**src/rtl/dsu_pkg.sv**
```systemverilog
// Constants, field layouts and carrier types of the service unit register front end
package dsu_pkg;

  // --------------------------------------------------------------------------
  // Register indices (byte address is four times the index)
  // --------------------------------------------------------------------------
  localparam logic [5:0] DSU_IDX_CTRL    = 6'h00;
  localparam logic [5:0] DSU_IDX_EVSTAT  = 6'h01;
  localparam logic [5:0] DSU_IDX_PRSTAT  = 6'h02;
  localparam logic [5:0] DSU_IDX_ADDR    = 6'h04;
  localparam logic [5:0] DSU_IDX_LENGTH  = 6'h08;
  localparam logic [5:0] DSU_IDX_VALUE   = 6'h0C;
  localparam logic [5:0] DSU_IDX_CHAN0   = 6'h10;
  localparam logic [5:0] DSU_IDX_CHAN1   = 6'h14;

  // --------------------------------------------------------------------------
  // Field positions
  // --------------------------------------------------------------------------
  localparam int DSU_CTRL_CE_BIT      = 4;
  localparam int DSU_CTRL_SELFTEST_BIT = 3;
  localparam int DSU_CTRL_CRC_BIT     = 2;
  localparam int DSU_CTRL_SOFT_RESET_TRIGGER_BIT   = 0;

  localparam int DSU_EV_PROTECTION_ERROR_FLAG_BIT      = 4;
  localparam int DSU_EV_FAIL_BIT      = 3;
  localparam int DSU_EV_BUS_ERROR_FLAG_BIT      = 2;
  localparam int DSU_EV_RSTEXT_BIT    = 1;
  localparam int DSU_EV_DONE_BIT      = 0;

  localparam int DSU_PR_HPE_BIT       = 4;
  localparam int DSU_PR_DIRTY_LSB     = 2;
  localparam int DSU_PR_PROBE_BIT     = 1;
  localparam int DSU_PR_LOCKED_BIT    = 0;

  localparam int DSU_WORD_LSB         = 2;

  // --------------------------------------------------------------------------
  // Reset values
  // --------------------------------------------------------------------------
  localparam logic [4:0]  DSU_EVSTAT_RST  = 5'h00;
  localparam logic        DSU_HPE_RST     = 1'b1;
  localparam logic [31:0] DSU_ADDR_RST    = 32'h0000_0000;
  localparam logic [29:0] DSU_LENGTH_RST  = 30'h0000_0000;
  localparam logic [31:0] DSU_VALUE_RST   = 32'h0000_0000;
  localparam logic [31:0] DSU_CHAN_RST    = 32'h0000_0000;

  // --------------------------------------------------------------------------
  // Carrier types
  // --------------------------------------------------------------------------
  typedef struct packed {
    logic chip_erase;
    logic selftest;
    logic crc;
    logic unit_reset;
  } dsu_cmd_t;

  typedef struct packed {
    logic op_done;
    logic op_fail;
    logic bus_err;
    logic cold_plug;
    logic probe_detect;
    logic swclk_func_changed;
    logic result_valid;
  } dsu_evt_t;

  typedef struct packed {
    logic        ack;
    logic [31:0] rdata;
    dsu_cmd_t    cmd;
    logic [4:0]  evstat;
    logic        hot_plug_enable_flag;
    logic [1:0]  dirty;
    logic        probe;
    logic        locked;
    logic        strap_taken;
    logic [31:0] addr;
    logic [29:0] length;
    logic [31:0] value;
    logic [31:0] chan0;
    logic [31:0] chan1;
  } dsu_state_t;

  localparam dsu_state_t DSU_STATE_RST = '{
    ack:         1'b0,
    rdata:       32'h0000_0000,
    cmd:         4'h0,
    evstat:      DSU_EVSTAT_RST,
    hot_plug_enable_flag:         DSU_HPE_RST,
    dirty:       2'h0,
    probe:       1'b0,
    locked:      1'b0,
    strap_taken: 1'b0,
    addr:        DSU_ADDR_RST,
    length:      DSU_LENGTH_RST,
    value:       DSU_VALUE_RST,
    chan0:       DSU_CHAN_RST,
    chan1:       DSU_CHAN_RST
  };

endpackage : dsu_pkg

```
**src/rtl/dsu_lane_merge.sv**
```systemverilog
// Byte-lane merge of a bus write into a stored 32-bit word
`timescale 1ns/10ps
module dsu_lane_merge (
  input  wire logic [31:0] i_old,
  input  wire logic [31:0] i_new,
  input  wire logic [3:0]  i_sel,
  output logic      [31:0] o_merged
);

  // --------------------------------------------------------------------------
  // Each selected lane takes the new byte, others keep the old one
  // --------------------------------------------------------------------------
  always_comb begin
    for (int lane = 0; lane < 4; lane++) begin
      o_merged[lane*8 +: 8] = i_sel[lane] ? i_new[lane*8 +: 8] : i_old[lane*8 +: 8];
    end
  end

endmodule : dsu_lane_merge

```
**src/rtl/dsu_regs.sv**
```systemverilog
// Register front end of the debug and service unit with a classic Wishbone slave
//
// Functional notes
// Byte, halfword and word accesses via lane selects
// Guard protection drops writes to protected registers
// Reserved bits read zero; software writes zero
// Control bit 4 one starts chip erase
// Control bit 3 one starts memory self-test
// Control bit 2 one starts CRC computation
// Control bit 0 one resets the unit
// Writing one clears an event flag
// Forbidden command while locked sets protection error
// Operation failure sets failure flag
// Detected bus error sets bus error flag
// Cold-plugged adapter sets reset-extension flag
// Operation completion sets done flag
// Hot-plug enable resets one, clears on pin change
// Channel write sets dirty, read clears it
// Probe-present flag sets on detection, sticks
// Locked flag caught at power-up, sticks
// Address register holds word address and mode
// Length register holds word count, low bits zero
// Value register holds seed, then result
// Command bits are one-cycle triggers reading zero
`timescale 1ns/10ps
module dsu_regs
  import dsu_pkg::*;
(
  input  wire logic        i_clk,
  input  wire logic        i_srst,
  input  wire logic        i_wb_cyc,
  input  wire logic        i_wb_stb,
  input  wire logic        i_wb_we,
  input  wire logic [7:0]  i_wb_adr,
  input  wire logic [3:0]  i_wb_sel,
  input  wire logic [31:0] i_wb_dat,
  output logic             o_wb_ack,
  output logic      [31:0] o_wb_dat,
  input  wire logic        i_guard_protect,
  input  wire logic        i_locked_strap,
  input  wire dsu_evt_t    i_evt,
  input  wire logic [31:0] i_result_data,
  output dsu_cmd_t         o_cmd,
  output logic      [29:0] o_op_word_addr,
  output logic      [1:0]  o_access_mode,
  output logic      [29:0] o_op_word_count,
  output logic      [31:0] o_op_value,
  output logic             o_locked,
  output logic             o_probe_present,
  output logic             o_hot_plug_enable,
  output logic             o_cpu_reset_extension,
  output logic      [1:0]  o_channel_dirty
);

  // --------------------------------------------------------------------------
  // State
  // --------------------------------------------------------------------------
  dsu_state_t  st;
  dsu_state_t  next_st;

  logic        req;
  logic        xfer;
  logic        wr;
  logic        rd;
  logic        wr_ok;
  logic        ctrl_lane;
  logic [5:0]  idx;
  logic [31:0] cur_word;
  logic [31:0] merged;

  // --------------------------------------------------------------------------
  // Register read view
  // --------------------------------------------------------------------------
  function automatic logic [31:0] read_view(input dsu_state_t s, input logic [5:0] ix);
    logic [31:0] w;
    w = 32'h0000_0000;
    unique case (ix)
      DSU_IDX_CTRL:   w = 32'h0000_0000;
      DSU_IDX_EVSTAT: w[DSU_EV_PROTECTION_ERROR_FLAG_BIT:DSU_EV_DONE_BIT] = s.evstat;
      DSU_IDX_PRSTAT: begin
        w[DSU_PR_HPE_BIT]                      = s.hot_plug_enable_flag;
        w[DSU_PR_DIRTY_LSB +: 2]               = s.dirty;
        w[DSU_PR_PROBE_BIT]                    = s.probe;
        w[DSU_PR_LOCKED_BIT]                   = s.locked;
      end
      DSU_IDX_ADDR:   w = s.addr;
      DSU_IDX_LENGTH: w = {s.length, 2'b00};
      DSU_IDX_VALUE:  w = s.value;
      DSU_IDX_CHAN0:  w = s.chan0;
      DSU_IDX_CHAN1:  w = s.chan1;
      default:        w = 32'h0000_0000;
    endcase
    return w;
  endfunction : read_view

  function automatic logic is_protected(input logic [5:0] ix);
    logic p;
    p = 1'b0;
    unique case (ix)
      DSU_IDX_CTRL, DSU_IDX_EVSTAT, DSU_IDX_PRSTAT,
      DSU_IDX_ADDR, DSU_IDX_LENGTH, DSU_IDX_VALUE: p = 1'b1;
      default:                                     p = 1'b0;
    endcase
    return p;
  endfunction : is_protected

  // --------------------------------------------------------------------------
  // Bus decode
  // --------------------------------------------------------------------------
  assign req       = i_wb_cyc & i_wb_stb;
  assign xfer      = req & st.ack;
  assign wr        = xfer & i_wb_we;
  assign rd        = xfer & ~i_wb_we;
  assign idx       = i_wb_adr[7:2];
  assign wr_ok     = wr & ~(i_guard_protect & is_protected(idx));
  assign ctrl_lane = i_wb_sel[0];
  assign cur_word  = read_view(st, idx);

  dsu_lane_merge u_merge (
    .i_old    (cur_word),
    .i_new    (i_wb_dat),
    .i_sel    (i_wb_sel),
    .o_merged (merged)
  );

  // --------------------------------------------------------------------------
  // Next state
  // --------------------------------------------------------------------------
  always_comb begin
    next_st     = st;
    next_st.cmd = '0;

    // Ack one cycle after the request, dropped the cycle after
    next_st.ack   = req & ~st.ack;
    next_st.rdata = 32'h0000_0000;
    if (req & ~st.ack & ~i_wb_we) begin
      next_st.rdata = cur_word;
    end

    // Strap is caught on the first cycle after reset release
    if (!st.strap_taken) begin
      next_st.strap_taken = 1'b1;
      next_st.locked      = i_locked_strap;
    end

    // Software writes, taken at the edge where ack is sampled high
    if (wr_ok) begin
      unique case (idx)
        DSU_IDX_CTRL: begin
          if (ctrl_lane) begin
            if (i_wb_dat[DSU_CTRL_CE_BIT]) begin
              next_st.cmd.chip_erase = 1'b1;
            end
            if (i_wb_dat[DSU_CTRL_SELFTEST_BIT]) begin
              if (st.locked) begin
                next_st.evstat[DSU_EV_PROTECTION_ERROR_FLAG_BIT] = 1'b1;
              end else begin
                next_st.cmd.selftest = 1'b1;
              end
            end
            if (i_wb_dat[DSU_CTRL_CRC_BIT]) begin
              if (st.locked) begin
                next_st.evstat[DSU_EV_PROTECTION_ERROR_FLAG_BIT] = 1'b1;
              end else begin
                next_st.cmd.crc = 1'b1;
              end
            end
          end
        end
        DSU_IDX_EVSTAT: begin
          if (ctrl_lane) begin
            next_st.evstat = st.evstat & ~i_wb_dat[4:0];
          end
        end
        DSU_IDX_ADDR:   next_st.addr   = merged;
        DSU_IDX_LENGTH: next_st.length = merged[31:DSU_WORD_LSB];
        DSU_IDX_VALUE:  next_st.value  = merged;
        DSU_IDX_CHAN0: begin
          next_st.chan0    = merged;
          next_st.dirty[0] = 1'b1;
        end
        DSU_IDX_CHAN1: begin
          next_st.chan1    = merged;
          next_st.dirty[1] = 1'b1;
        end
        default: begin
        end
      endcase
    end

    // Channel reads clear their dirty flag
    if (rd && idx == DSU_IDX_CHAN0) begin
      next_st.dirty[0] = 1'b0;
    end
    if (rd && idx == DSU_IDX_CHAN1) begin
      next_st.dirty[1] = 1'b0;
    end

    // Hardware events, after the clears so that a set wins
    if (i_evt.op_fail) begin
      next_st.evstat[DSU_EV_FAIL_BIT] = 1'b1;
    end
    if (i_evt.bus_err) begin
      next_st.evstat[DSU_EV_BUS_ERROR_FLAG_BIT] = 1'b1;
    end
    if (i_evt.cold_plug) begin
      next_st.evstat[DSU_EV_RSTEXT_BIT] = 1'b1;
    end
    if (i_evt.op_done) begin
      next_st.evstat[DSU_EV_DONE_BIT] = 1'b1;
    end
    if (i_evt.result_valid) begin
      next_st.value = i_result_data;
    end
    if (i_evt.swclk_func_changed) begin
      next_st.hot_plug_enable_flag = 1'b0;
    end
    if (i_evt.probe_detect) begin
      next_st.probe = 1'b1;
    end

    // Soft reset returns the unit to reset state, probe, locked and hot-plug enable flags kept
    if (wr_ok && idx == DSU_IDX_CTRL && ctrl_lane && i_wb_dat[DSU_CTRL_SOFT_RESET_TRIGGER_BIT]) begin
      next_st.cmd        = '0;
      next_st.cmd.unit_reset = 1'b1;
      next_st.evstat     = DSU_EVSTAT_RST;
      next_st.dirty      = 2'h0;
      next_st.addr       = DSU_ADDR_RST;
      next_st.length     = DSU_LENGTH_RST;
      next_st.value      = DSU_VALUE_RST;
      next_st.chan0      = DSU_CHAN_RST;
      next_st.chan1      = DSU_CHAN_RST;
    end
  end

  // --------------------------------------------------------------------------
  // State register
  // --------------------------------------------------------------------------
  always_ff @(posedge i_clk) begin
    if (i_srst) begin
      st <= DSU_STATE_RST;
    end else begin
      st <= next_st;
    end
  end

  // --------------------------------------------------------------------------
  // Outputs
  // --------------------------------------------------------------------------
  assign o_wb_ack              = st.ack;
  assign o_wb_dat              = st.rdata;
  assign o_cmd                 = st.cmd;
  assign o_op_word_addr        = st.addr[31:DSU_WORD_LSB];
  assign o_access_mode         = st.addr[1:0];
  assign o_op_word_count       = st.length;
  assign o_op_value            = st.value;
  assign o_locked              = st.locked;
  assign o_probe_present       = st.probe;
  assign o_hot_plug_enable     = st.hot_plug_enable_flag;
  assign o_cpu_reset_extension = st.evstat[DSU_EV_RSTEXT_BIT];
  assign o_channel_dirty       = st.dirty;

endmodule : dsu_regs

```
**config.mk**
```make
export PLATFORM = sky130hd
export DESIGN_NAME = dsu_regs
export DESIGN_NICKNAME = d
export VERILOG_FILES = /design/src/rtl/dsu_pkg.sv /design/src/rtl/dsu_lane_merge.sv /design/src/rtl/dsu_regs.sv
export SDC_FILE = /design/constraint.sdc
export NUM_CORES = 1
export LEC_CHECK = 0
export ABC_AREA = 1
export BUFFER_PORTS_ARGS = -buffer_cell sky130_fd_sc_hd__clkbuf_2
export CAP_MARGIN = 10
export CORE_MARGIN = 2
export CORE_UTILIZATION = 50
export DETAILED_ROUTE_END_ITERATION = 10
export HOLD_SLACK_MARGIN = 0.12
export PLACE_DENSITY = 0.74
export SYNTH_ARGS = -nofsm -noshare
export SYNTH_HDL_FRONTEND = slang
export SYNTH_SLANG_ARGS = --single-unit
```
**constraint.sdc**
```tcl
create_clock -name i_clk -period 1.6 [get_ports i_clk]
set_clock_uncertainty 0.15 [all_clocks]
set_input_delay 0.16 -clock i_clk [delete_from_list [all_inputs] [get_ports i_clk]]
set_output_delay 0.16 -clock i_clk [all_outputs]
set_load 0.01 [all_outputs]
```
==> metrics.txt, run 1 <==
Worst slew margin 58.57%; Syn Inst Count between 1500 and 2000; status finished, violations left; Setup Viol. Count Final 167; CP Cell Sequence inv_2, nor2_4, inv_2, nor2_4, buf_4, nand3_2, buf_6, nand3_1, nand2_1, nor2_1, nor2_1; Synth area leaders dfxtp_1, nand2_1, buf_4; floorplan die height 149.0 µm; Setup crit start kind flop; Net count, final approximately 1900; Area after DPL 11960 µm²; GR Util All Layers 32.08%; deepest clock path buffer count 3; slowest cell on the critical path dfxtp_2; PortBufs 224; CP peak stage delay 0.33 ns; grt ovf 0; Tmin final 1.873 ns; Worst Setup Path Type reg2reg; Final Slew Violations 0; Max Cap Viol 0; Die Span X 149.0 µm; core area about 21000 µm²; Least-Margin Pin Slew 0.6207 ns; pwr dens 774.9 nW/µm²; flops & latches, synth 206; Rows 53; hold crit path type in2reg; global-route wire length before repair 56750 µm; share of the synthesized area in the top cell type 39.21%; worst-path maximum fanout 12; ANT nets after route 0; initial antenna violation count 0; largest net degree at the start of global routing 33; Synth area leader dfxtp_1; DR WL/cell 19.80 µm; DIE AREA 22210 µm²; sequential fraction of the synthesis area 39.21%; clock tree root buffer cell clkbuf_16; Yosys Warn Count 0; commonest non-fill, non-tap cells in the layout nand2_1, clkbuf_2, dfxtp_1, nor2_1, nand3_1; Filler cells 1481; DR vias between 10000 and 15000; CP required 1.85 ns; mean post-synth cell area 6.786 µm²; total power 11800 µW; share of cells above drive strength 1 34.12%; CP arrival 2.12 ns; met3 Use GR around 6%; number of I/O pins between 200 and 250; met1 Track Usage GR 40.22%; Num CTS Buffers 23; half-perimeter wire length after placement 22730 µm; RSZ-0062 raised after global routing yes; post-place setup slack -0.4387 ns; Final Cycle Share 117.1%; H-Tree Depth 1; Starting Density about half; Distinct cells, synth 25; final hold viol count 0; Final Cell Area 15220 µm²; final antenna diode count 0; final setup TNS -23.95 ns; Cell Area, Synth 10520 µm²; GR Util met2 54.01%; layer with the highest usage met2; # DRC 0; Num Clock Sinks 206; failing checks negative setup slack; Leak Pwr 0.006343 µW; vias in the first global route ~11000; area grow syn2layout 44.73%; Iter 0 DRT Violations 1663; CTS tree done; total iterations of the first detailed-routing run 9; WL final 42530 µm; Clock Pin Slew Worst Setup and Hold Paths 0.06 ns; worst vdd ir 836.2 µV; net count after synthesis 1640; PnR worst setup slack -0.2730 ns; commonest non-fill, non-tap cell in the layout nand2_1; placer congestion estimate 0.9005; fmax 0.5339 GHz; clock latency on the worst-skew pair 0.52 ns; vias per cell around 5.7; Crit. End Element flop
[logic make-up (layout without fill, tap and decap cells)]
group / after synthesis / in the layout / synth area share [%]
simple gates: 827 / 828 / 34.00
buf+inv: 314 / 636 / 17.08
flops: 206 / 206 / 39.21
compound gates: 203 / 203 / 9.718
[metrics by stage]
stage               hold slack (ns)  cells  utilization (%)
finish                       0.1377   2148            73.11
global route                 0.1819   2148            73.11
CTS                          0.1229   2113            67.45
detailed placement           0.2223   1966            57.43
global placement             0.2076   1966            57.43
floorplan                   0.08238   1550                -
[cell usage after synthesis]
| library cell | instances |
|---|---|
| inv_2 | 3 |
| clkbuf_1 | 17 |
| nand4_2 | 1 |
| buf_1 | 6 |
| nand3_1 | 173 |
| inv_1 | 102 |
| nand2_4 | 1 |
| nor3_1 | 3 |
| buf_2 | 35 |
| or2_2 | 28 |
| nor2_4 | 4 |
| nand2_1 | 387 |
| a21oi_1 | 183 |
| nand4_1 | 13 |
| o21ai_1 | 3 |
| nand2_2 | 1 |
| o21ai_2 | 1 |
| o21ai_0 | 15 |
| buf_4 | 149 |
| nor2_1 | 197 |
| nor2_2 | 5 |
| nand3_2 | 14 |
| dfxtp_1 | 206 |
| a211oi_1 | 1 |
| buf_6 | 2 |
[routing by layer]
layer | part of all wire (%) | wire length (µm)
met2 | 45 | 19020
met3 | 13 | 5380
met1 | 36 | 15270
met5 | 0 | 0
met4 | 6.7 | 2866
[power by group]
part	internal (µW)	switching, µW	total (µW)
sequential	5190	59.2	5250
clock	3120	2180	5300
combinational	568	678	1250
[state kept, by name, indices dropped and copies added (netlist names)]
register and count:
o_access_mode 2, o_channel_dirty 2, o_cmd 4, o_cpu_reset_extension 1, o_hot_plug_enable 1, o_locked 1, o_op_value 32, o_op_word_addr 30
o_op_word_count 30, o_probe_present 1, o_wb_ack 1, o_wb_dat 32, st 69
[critical path, delay by kind of cell, from the launching register on]
family,cells,cell delay [ns]
buffers and inverters,4,0.47
AND/OR/NAND/NOR,7,0.80
flip-flops,1,0.33
[timing repair]
item | CTS | global route
gates cloned | 5 | 25
setup buffers | 6 | 11
endpoints found under the setup margin | 165 | 171
resized for setup | 55 | 149
endpoints found under the hold margin | 175 | 0
pin swaps | 1 | 40
hold buffers | 94 | 0
[final timing paths]
kind / endpoint / slack (ns) / from / cells past startpoint
worst max-delay path: o_op_value[1] / -0.27 / o_wb_ack / 11
worst min register to register: st[63] / 0.31 / st[63] / 2
worst max register to register: o_op_value[1] / -0.27 / o_wb_ack / 11
worst min-delay path: st[19] / 0.14 / i_wb_sel[2] / 6
[layout make-up]
type	instances	area [µm²]	area share, %
clock buffers	32	639.4	4.200
clock inverters	10	108.9	0.7150
inverters	105	422.9	2.778
multi-input cells	1031	5235	34.39
flip-flops and latches	206	4125	27.10
well taps	275	344.1	2.260
repair buffers	489	4348	28.56
Power figures use the tool's default switching activity.
==> run 2, diff against run 1 <==
PLACE_DENSITY = not set   (was 0.74)
PLACE_DENSITY_LB_ADDON = 0.08   (was not set)
==> run 2 against run 1 <==
Net effect:
- global-route usage fell by 1.0 points
- critical endpoint is now st[14]
- sequential power barely moved
- utilization rose by 2.0 points
- final area rose by 2.7%
- via count fell by 6.1%
- critical path type unchanged
- the run still ends with negative setup slack left
- hold slack got worse by 0.050 ns
==> metrics.txt, run 2 (synthesis results as in run 1) <==
Starting Density between 50 and 60%; final hold viol count 0; largest net degree at the start of global routing 33; vias in the first global route 10393; Final Cell Area 15630 µm²; Iter 0 DRT Violations between 800 and 900; core area 20820 µm²; Non-Filler Instances 2141; placer congestion estimate 0.8644; area grow syn2layout 48.60%; floorplan die height 149.0 µm; total iterations of the first detailed-routing run 5; WL final 39340 µm; final antenna diode count 0; DR WL/cell roughly 18 µm; global-route wire length before repair 54580 µm; Crit. End Element flop; clock tree root buffer cell clkbuf_16; commonest non-fill, non-tap cell in the layout nand2_1; Num Clock Sinks 206; Setup crit start kind flop; failing checks negative setup slack; total power 12610 µW; H-Tree Depth 1; PortBufs 224; vias per cell ~5.4; RSZ-0062 raised after global routing yes; Worst Setup Path Type reg2reg; half-perimeter wire length after placement 22880 µm; hold crit path type in2reg; status finished, violations left; DIE AREA 22210 µm²; number of I/O pins 227; max reg flops between 60 and 70; Area after DPL 12020 µm²; share of cells above drive strength 1 between 30% and 40%; Net count, final around 1900; Worst slew margin 61.13%; Placed Cells 1974; Least-Margin Pin Slew 0.5824 ns; Tmin final 1.913 ns; Die Span X 149.0 µm; ANT nets after route 0; Max Cap Viol 0; deepest clock path buffer count 3; commonest non-fill, non-tap cells in the layout nand2_1, clkbuf_2, dfxtp_1, nor2_1, nand3_1; Num CTS Buffers 24; Setup Viol. Count Final between 150 and 200; CP arrival 2.20 ns; CP required about 1.9 ns; clock latency on the worst-skew pair 0.52 ns; GR Util All Layers 31.08%; CTS tree done; Final Slew Violations 0; worst-path maximum fanout 12; DR vias 11507; Clock Pin Slew Worst Setup and Hold Paths roughly 0.060 ns; Largest Register st; PnR worst setup slack -0.3125 ns; # DRC 0; fmax 0.5229 GHz; initial antenna violation count 0; Filler cells 1547; pwr dens approximately 810 nW/µm²; grt ovf 0; Hold WS 0.08768 ns; Leak Pwr 0.006415 µW; worst vdd ir 641.4 µV; Rows 53; Final Cycle Share 119.5%
run 2: worst paths after layout:
path	from	to	slack [ns]	depth (start not counted)
worst max register to register	o_wb_ack	st[14]	-0.31	11
worst max-delay path	o_wb_ack	st[14]	-0.31	11
worst min register to register	st[158]	o_locked	0.30	1
worst min-delay path	i_wb_stb	o_channel_dirty[0]	0.09	8
run 2: where the power goes:
| group | total, µW | switching [µW] | internal, µW | leakage (µW) |
|---|---|---|---|---|
| Clock | 6080 | 2280 | 3790 | 0.000434 |
| Sequential | 5240 | 54.2 | 5190 | 0.00167 |
| Combinational | 1290 | 686 | 604 | 0.00431 |
run 2: worst max-delay path: stages, from the launching register on:
cell and delay [ns]:
dfxtp_2 0.34, inv_2 0.04, nor2_2 0.11, inv_2 0.06
nor2_4 0.15, nand2_4 0.09, buf_12 0.16, nor2_4 0.13
buf_12 0.16, buf_12 0.15, nand3_1 0.10, a21oi_1 0.19
run 2: final cells by class:
class,instances,area [µm²],share of cell area (%)
well taps,275,344.1,2.201
inverters,105,419.2,2.682
repair buffers,481,4249,27.18
multi-input cells,1030,5603,35.84
flip-flops and latches,206,4125,26.39
clock buffers,34,719.4,4.603
clock inverters,10,171.4,1.097
run 2: per-layer routing:
metal	global-route usage, %	vias up	part of all wire, %
met3	3.456	127	7.5
met5	0	-	0
li1	-	5438	-
met2	53.46	558	48
met1	40.60	5384	41
met4	10.71	0	3.7
run 2: per-stage QoR:
step	setup slack, ns	TNS [ns]	utilization (%)
4_1_cts	-0.1512	-19.41	68.27
3_5_place_dp	-0.4890	-65.89	57.72
5_1_grt	-0.3580	-46.26	75.07
2_1_floorplan	-0.05997	-7.713	-
6_report	-0.3125	-34.19	75.07
3_3_place_gp	-0.4507	-60.11	57.72
run 2: timing repair:
item / CTS / global route
setup endpoints to repair: 165 / 168
cloned: 3 / 22
pin swaps: 11 / 47
resized for setup: 77 / 246
hold endpoints to repair: 181 / 6
hold buffers: 85 / 1
buffers inserted: 11 / 3
